**src/hw/acau_pkg.sv**
```systemverilog
// ============================================================
// Package for the ACL action and count unit
// Holds register offsets, entry field layout, timing counts and codes.
// Assumes a single 125 MHz core clock and an AHB-Lite register bus.
// ============================================================
// Overview of operation
// - Priority mode picks keep, raise, lower, force.
// - Remark enable replaces VLAN PCP with value.
// - Map mode keeps, ORs, ANDs or replaces map.
// - Port map bit n forwards to port n+1.
// - Count mode alone couples matching and action.
// - Table holds sixteen entries, three fields each.
// - Time unit: zero microsecond, one millisecond.
// - Timeout: down-counter expiry raises interrupt.
// - Packet count: terminal count interrupts, then clears.
// - Only count-mode entries may raise interrupts.
// - Per-port status and mask feed top level.
// - Count value overlays priority, remark, map-mode fields.
// - Count needs both MAC and EtherType match.
package acau_pkg;

	// ============================================================
	// Table geometry
	localparam int ACAU_ENTRIES     = 16;
	localparam int ACAU_IDX_W       = 4;
	localparam int ACAU_WORD_W      = 32;
	localparam int ACAU_PORTS       = 3;
	localparam int ACAU_COUNT_W     = 11;

	// ============================================================
	// Entry word layout (action, matching mode and process fields)
	localparam int ACAU_F_PMODE_LSB = 0;
	localparam int ACAU_F_PRIO_LSB  = 2;
	localparam int ACAU_F_RMK_EN    = 5;
	localparam int ACAU_F_RMK_LSB   = 6;
	localparam int ACAU_F_MMODE_LSB = 9;
	localparam int ACAU_F_COUNT_LSB = 0;
	localparam int ACAU_F_TU        = 11;
	localparam int ACAU_F_CA        = 12;
	localparam int ACAU_F_MAP_LSB   = 13;
	localparam int ACAU_F_RMODE_LSB = 16;
	localparam int ACAU_F_CMPEN_LSB = 18;
	localparam int ACAU_F_PROC_LSB  = 20;

	localparam logic [1:0] ACAU_RMODE_L2    = 2'h1;
	localparam logic [1:0] ACAU_CMPEN_COUNT = 2'h0;

	// ============================================================
	// Mode codes
	typedef enum logic [1:0] {
		ACAU_PM_QOS    = 2'h0,
		ACAU_PM_RAISE  = 2'h1,
		ACAU_PM_LOWER  = 2'h2,
		ACAU_PM_FORCE  = 2'h3
	} acau_pmode_type;

	typedef enum logic [1:0] {
		ACAU_MM_KEEP   = 2'h0,
		ACAU_MM_OR     = 2'h1,
		ACAU_MM_AND    = 2'h2,
		ACAU_MM_REPL   = 2'h3
	} acau_mmode_type;

	// ============================================================
	// Register byte offsets
	localparam logic [7:0] ACAU_OFS_TBL_INDEX = 8'h00;
	localparam logic [7:0] ACAU_OFS_TBL_DATA  = 8'h04;
	localparam logic [7:0] ACAU_OFS_INT_STAT  = 8'h08;
	localparam logic [7:0] ACAU_OFS_INT_MASK  = 8'h0C;
	localparam logic [7:0] ACAU_OFS_PORT_INT  = 8'h10;

	localparam logic [15:0] ACAU_RST_INT_MASK = 16'h0000;

	// ============================================================
	// Timing
	localparam int ACAU_CLK_PERIOD_PS = 8000;
	localparam int ACAU_TICK_US_PS    = 1000000;
	localparam int ACAU_US_CYCLES     = ACAU_TICK_US_PS / ACAU_CLK_PERIOD_PS;
	localparam int ACAU_US_PER_MS     = 1000;
	localparam int ACAU_PRE_W         = 10;

endpackage : acau_pkg

```
**src/hw/acau_action_unit.sv**
```systemverilog
// ============================================================
// ACL action and count unit for one switch port.
// Assumes the matching engine supplies the hit entry index, QoS priority,
// lookup port map and per-entry MAC and EtherType hits on the core clock.
// ============================================================
//
// The register addresses and register access over AHB-Lite were left to the implementer.
`timescale 1ns/1ps

module acau_action_unit
	import acau_pkg::*;
(
	// Clock and reset
	input  wire logic                    ref_clk,
	input  wire logic                    reset_n,
	// AHB-Lite slave
	input  wire logic                    hsel,
	input  wire logic [31:0]             haddr,
	input  wire logic [1:0]              htrans,
	input  wire logic                    hwrite,
	input  wire logic [2:0]              hsize,
	input  wire logic [31:0]             hwdata,
	input  wire logic                    hready,
	output logic                         hreadyout,
	output logic                         hresp,
	output logic      [31:0]             hrdata,
	// Frame action request
	input  wire logic                    act_valid,
	input  wire logic [ACAU_IDX_W-1:0]   act_index,
	input  wire logic [2:0]              qos_prio,
	input  wire logic [ACAU_PORTS-1:0]   lookup_map,
	// Frame action result
	output logic                         res_valid,
	output logic      [2:0]              res_prio,
	output logic                         res_remark,
	output logic      [2:0]              res_pcp,
	output logic      [ACAU_PORTS-1:0]   res_map,
	// Count-mode frame qualifiers
	input  wire logic                    cnt_frame_valid,
	input  wire logic [ACAU_ENTRIES-1:0] cnt_mac_hit,
	input  wire logic [ACAU_ENTRIES-1:0] cnt_type_hit,
	// Interrupt
	output logic                         port_irq
);

	// ============================================================
	// Bus address phase capture
	logic                   dp_wr_reg;
	logic                   dp_rd_reg;
	logic [7:0]             dp_addr_reg;
	logic                   ap_take;

	// Zero wait states: each transfer ends with its single data phase
	assign ap_take   = hsel && htrans[1] && hready;
	assign hreadyout = 1'b1;
	assign hresp     = 1'b0;

	always_ff @(posedge ref_clk) begin
		if (!reset_n) begin
			dp_wr_reg   <= 1'b0;
			dp_rd_reg   <= 1'b0;
			dp_addr_reg <= '0;
		end else begin
			dp_wr_reg <= ap_take && hwrite;
			dp_rd_reg <= ap_take && !hwrite;
			if (ap_take) begin
				dp_addr_reg <= haddr[7:0];
			end
		end
	end

	// ============================================================
	// Register writes
	logic [ACAU_IDX_W-1:0]   tbl_index_reg;
	logic [ACAU_ENTRIES-1:0] int_mask_reg;
	logic [ACAU_ENTRIES-1:0] int_stat_reg;
	logic [ACAU_ENTRIES-1:0] int_stat_next;
	logic [ACAU_ENTRIES-1:0] cnt_event;
	logic                    wr_index;
	logic                    wr_data;
	logic                    wr_stat;
	logic                    wr_mask;

	// Writes land at the edge that closes the data phase
	assign wr_index = dp_wr_reg && dp_addr_reg == ACAU_OFS_TBL_INDEX;
	assign wr_data  = dp_wr_reg && dp_addr_reg == ACAU_OFS_TBL_DATA;
	assign wr_stat  = dp_wr_reg && dp_addr_reg == ACAU_OFS_INT_STAT;
	assign wr_mask  = dp_wr_reg && dp_addr_reg == ACAU_OFS_INT_MASK;

	always_ff @(posedge ref_clk) begin
		if (!reset_n) begin
			tbl_index_reg <= '0;
		end else if (wr_index) begin
			tbl_index_reg <= hwdata[ACAU_IDX_W-1:0];
		end
	end

	always_ff @(posedge ref_clk) begin
		if (!reset_n) begin
			int_mask_reg <= ACAU_RST_INT_MASK;
		end else if (wr_mask) begin
			int_mask_reg <= hwdata[ACAU_ENTRIES-1:0];
		end
	end

	// Write one to clear; a counter event in the same cycle wins
	always_comb begin
		int_stat_next = int_stat_reg;
		if (wr_stat) begin
			int_stat_next = int_stat_next & ~hwdata[ACAU_ENTRIES-1:0];
		end
		int_stat_next = int_stat_next | cnt_event;
	end

	// Level follows the status value being stored at this edge
	always_ff @(posedge ref_clk) begin
		if (!reset_n) begin
			int_stat_reg <= '0;
			port_irq     <= 1'b0;
		end else begin
			int_stat_reg <= int_stat_next;
			port_irq     <= |(int_stat_next & int_mask_reg);
		end
	end

	// ============================================================
	// Entry table
	logic [ACAU_WORD_W-1:0] bus_entry;
	logic [ACAU_WORD_W-1:0] act_entry;

	// Port A serves the bus, port B the frame pipeline
	acau_table_mem #(
		.WIDTH (ACAU_WORD_W),
		.DEPTH (ACAU_ENTRIES),
		.AW    (ACAU_IDX_W)
	) u_table (
		.ref_clk   (ref_clk),
		.reset_n   (reset_n),
		.wr_en     (wr_data),
		.wr_addr   (tbl_index_reg),
		.wr_data   (hwdata),
		.rd_a_addr (tbl_index_reg),
		.rd_a_data (bus_entry),
		.rd_b_addr (act_index),
		.rd_b_data (act_entry)
	);

	// ============================================================
	// Register reads
	// Read data stay zero outside a read data phase
	always_comb begin
		hrdata = 32'h0000_0000;
		if (dp_rd_reg) begin
			case (dp_addr_reg)
				ACAU_OFS_TBL_INDEX: hrdata = {28'h000_0000, tbl_index_reg};
				ACAU_OFS_TBL_DATA:  hrdata = bus_entry;
				ACAU_OFS_INT_STAT:  hrdata = {16'h0000, int_stat_reg};
				ACAU_OFS_INT_MASK:  hrdata = {16'h0000, int_mask_reg};
				ACAU_OFS_PORT_INT:  hrdata = {31'h0000_0000, port_irq};
				default:            hrdata = 32'h0000_0000;
			endcase
		end
	end

	// ============================================================
	// Count-mode shadow of each entry, captured on table writes
	logic [ACAU_ENTRIES-1:0] cm_active_reg;
	logic [ACAU_ENTRIES-1:0] cm_algo_reg;
	logic [ACAU_ENTRIES-1:0] cm_unit_reg;
	logic [ACAU_ENTRIES-1:0] cm_reload_reg;
	logic [ACAU_COUNT_W-1:0] cm_count_reg [ACAU_ENTRIES];
	logic                    wd_count_mode;

	// Shadows let each counter run without a table read
	assign wd_count_mode = hwdata[ACAU_F_RMODE_LSB +: 2] == ACAU_RMODE_L2 &&
		hwdata[ACAU_F_CMPEN_LSB +: 2] == ACAU_CMPEN_COUNT;

	always_ff @(posedge ref_clk) begin
		if (!reset_n) begin
			cm_active_reg <= '0;
			cm_algo_reg   <= '0;
			cm_unit_reg   <= '0;
			cm_reload_reg <= '0;
			for (int i = 0; i < ACAU_ENTRIES; i++) begin
				cm_count_reg[i] <= '0;
			end
		end else begin
			cm_reload_reg <= '0;
			// A table write also restarts that entry's counter
			if (wr_data) begin
				cm_active_reg[tbl_index_reg] <= wd_count_mode;
				cm_algo_reg[tbl_index_reg]   <= hwdata[ACAU_F_CA];
				cm_unit_reg[tbl_index_reg]   <= hwdata[ACAU_F_TU];
				cm_count_reg[tbl_index_reg]  <= hwdata[ACAU_F_COUNT_LSB +: ACAU_COUNT_W];
				cm_reload_reg[tbl_index_reg] <= 1'b1;
			end
		end
	end

	// ============================================================
	// Time base ticks
	// Free-running: the first tick after a load comes early by up to one unit
	// Millisecond tick counts microsecond ticks, not core cycles
	logic [ACAU_PRE_W-1:0] us_pre_reg;
	logic [ACAU_PRE_W-1:0] ms_pre_reg;
	logic                  tick_us_reg;
	logic                  tick_ms_reg;

	always_ff @(posedge ref_clk) begin
		if (!reset_n) begin
			us_pre_reg  <= '0;
			ms_pre_reg  <= '0;
			tick_us_reg <= 1'b0;
			tick_ms_reg <= 1'b0;
		end else begin
			tick_us_reg <= 1'b0;
			tick_ms_reg <= 1'b0;
			if (us_pre_reg == ACAU_PRE_W'(ACAU_US_CYCLES - 1)) begin
				us_pre_reg  <= '0;
				tick_us_reg <= 1'b1;
				if (ms_pre_reg == ACAU_PRE_W'(ACAU_US_PER_MS - 1)) begin
					ms_pre_reg  <= '0;
					tick_ms_reg <= 1'b1;
				end else begin
					ms_pre_reg <= ms_pre_reg + 10'h001;
				end
			end else begin
				us_pre_reg <= us_pre_reg + 10'h001;
			end
		end
	end

	// ============================================================
	// Per-entry counters
	logic [ACAU_ENTRIES-1:0] cnt_qualify;

	// Only a frame with both hits counts or restarts a timer
	assign cnt_qualify = {ACAU_ENTRIES{cnt_frame_valid}} & cnt_mac_hit & cnt_type_hit;

	// One counter per entry; inactive entries stay loaded and idle
	for (genvar g = 0; g < ACAU_ENTRIES; g++) begin : g_cnt
		acau_counter u_cnt (
			.ref_clk   (ref_clk),
			.reset_n   (reset_n),
			.active    (cm_active_reg[g]),
			.algo_up   (cm_algo_reg[g]),
			.unit_ms   (cm_unit_reg[g]),
			.count_val (cm_count_reg[g]),
			.reload    (cm_reload_reg[g]),
			.qualify   (cnt_qualify[g] && cm_active_reg[g]),
			.tick_us   (tick_us_reg),
			.tick_ms   (tick_ms_reg),
			.expire    (cnt_event[g])
		);
	end

	// ============================================================
	// Action pipeline: stage one waits for the table read
	// Request fields wait one cycle for the registered table read
	logic                  s1_valid_reg;
	logic [2:0]            s1_qos_reg;
	logic [ACAU_PORTS-1:0] s1_map_reg;

	always_ff @(posedge ref_clk) begin
		if (!reset_n) begin
			s1_valid_reg <= 1'b0;
			s1_qos_reg   <= '0;
			s1_map_reg   <= '0;
		end else begin
			s1_valid_reg <= act_valid;
			s1_qos_reg   <= qos_prio;
			s1_map_reg   <= lookup_map;
		end
	end

	// ============================================================
	// Action decode
	acau_pmode_type        pmode;
	acau_mmode_type        mmode;
	logic [2:0]            a_prio;
	logic [ACAU_PORTS-1:0] a_map;
	logic                  a_count_mode;
	logic [2:0]            prio_next;
	logic [ACAU_PORTS-1:0] map_next;
	logic                  remark_next;

	// Count-mode entries hold the count in the action bits,
	// so they pass priority and map through and never remark
	assign pmode        = acau_pmode_type'(act_entry[ACAU_F_PMODE_LSB +: 2]);
	assign mmode        = acau_mmode_type'(act_entry[ACAU_F_MMODE_LSB +: 2]);
	assign a_prio       = act_entry[ACAU_F_PRIO_LSB +: 3];
	assign a_map        = act_entry[ACAU_F_MAP_LSB +: ACAU_PORTS];
	assign a_count_mode = act_entry[ACAU_F_RMODE_LSB +: 2] == ACAU_RMODE_L2 &&
		act_entry[ACAU_F_CMPEN_LSB +: 2] == ACAU_CMPEN_COUNT;

	always_comb begin
		prio_next = s1_qos_reg;
		case (pmode)
			ACAU_PM_QOS:   prio_next = s1_qos_reg;
			ACAU_PM_RAISE: prio_next = (a_prio > s1_qos_reg) ? a_prio : s1_qos_reg;
			ACAU_PM_LOWER: prio_next = (a_prio < s1_qos_reg) ? a_prio : s1_qos_reg;
			ACAU_PM_FORCE: prio_next = a_prio;
			default:       prio_next = s1_qos_reg;
		endcase
		if (a_count_mode) begin
			prio_next = s1_qos_reg;
		end
	end

	always_comb begin
		map_next = s1_map_reg;
		case (mmode)
			ACAU_MM_KEEP: map_next = s1_map_reg;
			ACAU_MM_OR:   map_next = s1_map_reg | a_map;
			ACAU_MM_AND:  map_next = s1_map_reg & a_map;
			ACAU_MM_REPL: map_next = a_map;
			default:      map_next = s1_map_reg;
		endcase
		if (a_count_mode) begin
			map_next = s1_map_reg;
		end
	end

	assign remark_next = act_entry[ACAU_F_RMK_EN] && !a_count_mode;

	// ============================================================
	// Result registers
	always_ff @(posedge ref_clk) begin
		if (!reset_n) begin
			res_valid  <= 1'b0;
			res_prio   <= '0;
			res_remark <= 1'b0;
			res_pcp    <= '0;
			res_map    <= '0;
		end else begin
			res_valid  <= s1_valid_reg;
			// Result fields hold until the next request
			if (s1_valid_reg) begin
				res_prio   <= prio_next;
				res_remark <= remark_next;
				res_pcp    <= remark_next ? act_entry[ACAU_F_RMK_LSB +: 3] : 3'h0;
				res_map    <= map_next;
			end
		end
	end

endmodule // acau_action_unit

```
**src/hw/acau_table_mem.sv**
```systemverilog
// ============================================================
// Entry table memory: one write port, two registered read ports.
// Assumes callers present stable addresses; read data lag one cycle.
// ============================================================
`timescale 1ns/1ps

module acau_table_mem
	import acau_pkg::*;
#(
	parameter int WIDTH = ACAU_WORD_W,
	parameter int DEPTH = ACAU_ENTRIES,
	parameter int AW    = ACAU_IDX_W
) (
	// Clock and reset
	input  wire logic             ref_clk,
	input  wire logic             reset_n,
	// Write port
	input  wire logic             wr_en,
	input  wire logic [AW-1:0]    wr_addr,
	input  wire logic [WIDTH-1:0] wr_data,
	// Read ports
	input  wire logic [AW-1:0]    rd_a_addr,
	output logic      [WIDTH-1:0] rd_a_data,
	input  wire logic [AW-1:0]    rd_b_addr,
	output logic      [WIDTH-1:0] rd_b_data
);

	logic [WIDTH-1:0] mem_reg [DEPTH];

	always_ff @(posedge ref_clk) begin
		if (wr_en) begin
			mem_reg[wr_addr] <= wr_data;
		end
	end

	always_ff @(posedge ref_clk) begin
		if (!reset_n) begin
			rd_a_data <= '0;
			rd_b_data <= '0;
		end else begin
			rd_a_data <= mem_reg[rd_a_addr];
			rd_b_data <= mem_reg[rd_b_addr];
		end
	end

endmodule // acau_table_mem

```
**src/hw/acau_counter.sv**
```systemverilog
// ============================================================
// One count-mode counter: timeout down-count or packet up-count.
// Assumes tick pulses and qualify pulses are one cycle wide.
// ============================================================
`timescale 1ns/1ps

module acau_counter
	import acau_pkg::*;
(
	// Clock and reset
	input  wire logic                    ref_clk,
	input  wire logic                    reset_n,
	// Configuration
	input  wire logic                    active,
	input  wire logic                    algo_up,
	input  wire logic                    unit_ms,
	input  wire logic [ACAU_COUNT_W-1:0] count_val,
	input  wire logic                    reload,
	// Events
	input  wire logic                    qualify,
	input  wire logic                    tick_us,
	input  wire logic                    tick_ms,
	output logic                         expire
);

	logic [ACAU_COUNT_W-1:0] cnt_reg;
	logic                    armed_reg;
	logic                    tick;

	assign tick = unit_ms ? tick_ms : tick_us;

	always_ff @(posedge ref_clk) begin
		if (!reset_n) begin
			cnt_reg   <= '0;
			armed_reg <= 1'b0;
			expire    <= 1'b0;
		end else begin
			expire <= 1'b0;
			if (!active || reload) begin
				cnt_reg   <= algo_up ? '0 : count_val;
				armed_reg <= active && !algo_up;
			end else if (algo_up) begin
				if (qualify) begin
					if (cnt_reg + 11'h001 == count_val) begin
						cnt_reg <= '0;
						expire  <= 1'b1;
					end else begin
						cnt_reg <= cnt_reg + 11'h001;
					end
				end
			end else if (qualify) begin
				cnt_reg   <= count_val;
				armed_reg <= 1'b1;
			end else if (armed_reg && tick) begin
				if (cnt_reg <= 11'h001) begin
					cnt_reg   <= '0;
					armed_reg <= 1'b0;
					expire    <= 1'b1;
				end else begin
					cnt_reg <= cnt_reg - 11'h001;
				end
			end
		end
	end

endmodule // acau_counter

```
**config.mk**
```make
export PLATFORM = sky130hd
export DESIGN_NAME = acau_action_unit
export DESIGN_NICKNAME = d
export VERILOG_FILES = /design/src/hw/acau_pkg.sv /design/src/hw/acau_action_unit.sv /design/src/hw/acau_table_mem.sv /design/src/hw/acau_counter.sv
export SDC_FILE = /design/constraint.sdc
export NUM_CORES = 2
export LEC_CHECK = 0
export BUFFER_PORTS_ARGS = -buffer_cell sky130_fd_sc_hd__buf_2
export CAP_MARGIN = 20
export CORE_MARGIN = 3
export CORE_UTILIZATION = 25
export DETAILED_ROUTE_END_ITERATION = 12
export PLACE_DENSITY = 0.45
export SLEW_MARGIN = 20
export SYNTH_ARGS = -nofsm -noshare
export SYNTH_HDL_FRONTEND = slang
export SYNTH_HIERARCHICAL = 1
export SYNTH_SLANG_ARGS = --single-unit
```
**constraint.sdc**
```tcl
create_clock -name ref_clk -period 6.25 [get_ports ref_clk]
set_clock_uncertainty 0.05 [all_clocks]
set_input_delay 0.625 -clock ref_clk [delete_from_list [all_inputs] [get_ports ref_clk]]
set_output_delay 0.625 -clock ref_clk [all_outputs]
set_load 0.005 [all_outputs]
```
==> summary.md <==
## Power
* 25.2% — fraction of power spent switching nets
* 243 nW/um2 — power per cell area
* 23.3 nW — cell leakage power
* 4.30 mW — net switching power
* 7.1% — Logic pwr share
* 46.9% — sequential cell fraction of total power
* 12.7 mW — design internal power
* 0.000178 V — Peak supply drop
* 46.0% — Clk pwr share

## Clocking
* 131 — total clock buffers created by CTS
* sky130_fd_sc_hd__clkbuf_16 — root cell of the clock tree
* 0.06 ns — clock slew seen by the registers of the worst setup and hold paths
* 1097 — sink count of the clock tree
* 3 — buffer depth of the longest clock path
* done — CTS tree
* 4 — H-tree depth reported by CTS
* 0.79 ns — clock insertion delay at the later pin of the skew report
* 0 — Post-CTS Resized

## Global route
* 15.8% — global-route usage over all layers
* 0 — leftover overflow at the end of global routing
* 97 — maximum number of pins on one net before global-route repair
* 47200 — number of global-route vias before repair
* 22 — number of antenna violations at the first check in global routing
* 311000 um — global-route wire length before repair

## Routing
* 4149 — DRT iter0 DRCs
* 0 — antenna-violating nets left
* 6 — drt pass-1 iters
* 95700 um — DR WL met2
* 5.15 — routed vias/inst
* 209000 um — wire length after detailed routing
* 48400 — total vias in the final route
* 0 — count of unresolved DRC violations after routing
* met5 — highest metal layer with signal wires
* 94600 um — routed metal-1 wirelength
* 12100 um — amount of wire on met3 after detailed routing
* 22.2 um — Avg WL per Cell

## Setup path
* 1.05 ns — longest individual stage delay on the worst path
* dp_addr_reg[7]$_SDFFE_PN0P_ — reg2reg start
* flop to flop — startpoint-to-endpoint class of the critical path
* 22 — Critical Path Fanout Max
* flop — type of element capturing the critical path
* 4.80 ns — critical path arrival
* sky130_fd_sc_hd__nor4_4 — library cell contributing the largest single delay on the critical path
* flop — CP startpoint kind
* dp_addr_reg[7]$_SDFFE_PN0P_ — crit path from
* 6.68 ns — data required time at the worst endpoint
* or4_1 > nor4_4 > nand3b_1 > nor2_4 > buf_4 — Cell Chain, Critical Path

## STA
* 1.21 ns — Worst Tran Pin Value
* 4.37 ns — clock period minus worst slack
* 0 — Final setup viols
* 229 MHz — Highest Clock Rate
* 1.88 ns — final worst-path setup slack
* 0 — final slew viol count
* 18.9% — headroom to the max-slew limit
* 0 ns — Setup TNS
* false — RSZ-0062 raised after global routing
* 69.9% — crit share post-route
* 0 — final hold viol count

## Synth
* 62300 um2 — synthesized cell area
* 6041 — gate count of the mapped netlist
* 6213 — post-synth net total
* 6 — synthesis warning total
* 10.3 um2 — syn avg cell area

## Placed design
* 0.890 — RePlAce Congestion
* 135000 um — sum of net half-perimeters after detailed placement
* 133 — number of port buffers
* 1.91 ns — dpl ws

## Floorplanning
* 505 um — Chip Height
* 255000 um2 — area enclosed by the die boundary
* 247000 um2 — area of the placeable core
* 505 um — width of the die
* 182 — number of placement rows
* 25.2% — effective utilization at floorplan
* 164 — ports placed on the boundary

## Hold path
* input pin to flop — worst hold-check path type
* hwdata[23] — startpoint of the most critical hold path

## Finish
* 512 — number of flip-flops in the largest register
* 12.4% — relative area change from synthesis to final layout
* 12.0% — share of layout cells above drive strength 1
* 25800 — fill count
* 30500 um2 — area of the multi-input gates
* 6123 — Final nets
* 28900 um2 — footprint of the flip-flops and latches

## Status
* complete, no violations — run status

## Job
* 0 — maximum capacitance violations

[cell usage in the layout, fill, tap and decap left out, types with 131 or more instances in the layout]
cell type and n:
sky130_fd_sc_hd__a22oi_1 208, sky130_fd_sc_hd__a21oi_1 257, sky130_fd_sc_hd__edfxtp_1 688, sky130_fd_sc_hd__xnor2_1 167, sky130_fd_sc_hd__xor2_1 164, sky130_fd_sc_hd__mux2i_1 405, sky130_fd_sc_hd__buf_2 131, sky130_fd_sc_hd__and2_1 245
sky130_fd_sc_hd__clkbuf_16 132, sky130_fd_sc_hd__dfxtp_1 407, sky130_fd_sc_hd__nand2_1 405, sky130_fd_sc_hd__nor2_1 379, sky130_fd_sc_hd__o21ai_0 222, sky130_fd_sc_hd__inv_1 138, sky130_fd_sc_hd__nor3_1 197
[layer usage]
layer	global-route usage, %	vias up
met5	0	-
met4	4.78	4
met3	2.25	286
met2	25.1	1592
met1	22.0	24000
li1	-	22500
[repair_timing]
action,in CTS,in global routing
buffers inserted,0,0
endpoints found under the hold margin,12,0
hold buffers,12,0
[area by class of cell]
type,instances,area share [%]
multi-input combinational,4348,43.6
tap,3312,5.92
inverter,144,0.772
antenna,8,0.0286
clock buffer,189,5.15
timing repair buffer,229,2.10
clock inverter,54,1.20
sequential,1097,41.2
[final timing paths]
path | endpoint | cells past startpoint | slack, ns
worst max-delay path | u_table/mem_reg[5][28]$_DFFE_PP_ | 5 | 1.88
worst min-delay path | u_table/mem_reg[15][23]$_DFFE_PP_ | 1 | 0.13
worst max register to register | u_table/mem_reg[5][28]$_DFFE_PP_ | 5 | 1.88
worst min register to register | dp_addr_reg[1]$_SDFFE_PN0P_ | 2 | 0.40
[critical path: cells and delay by family (launching register included)]
family	cells	cell delay (ns)
buffers and inverters	1	0.37
flip-flops	1	0.31
AND/OR/NAND/NOR	4	3.30
[metrics by stage]
stage	total power, mW	cell area [um2]	hold WS (ns)	instances	util (%)
finish	17.0	70000	0.132	9381	28.3
global route	17.7	70000	0.0920	9373	28.3
CTS	17.3	69900	0.0703	9372	28.3
detailed placement	9.34	65400	0.395	9117	26.5
global placement	9.33	65400	0.396	9117	26.5
floorplan	8.92	62300	0.370	6041	-
[power groups by stage]
stage          Clock [mW]  Sequential [mW]  Combinational, mW
2_1_floorplan           0             8.01              0.906
3_5_place_dp            0             8.13               1.21
3_3_place_gp            0             8.13               1.20
4_1_cts              8.06             7.98               1.22
5_1_grt              8.36             8.00               1.32
6_report             7.82             7.98               1.22
Note: power is estimated with default switching activity, not from simulation.
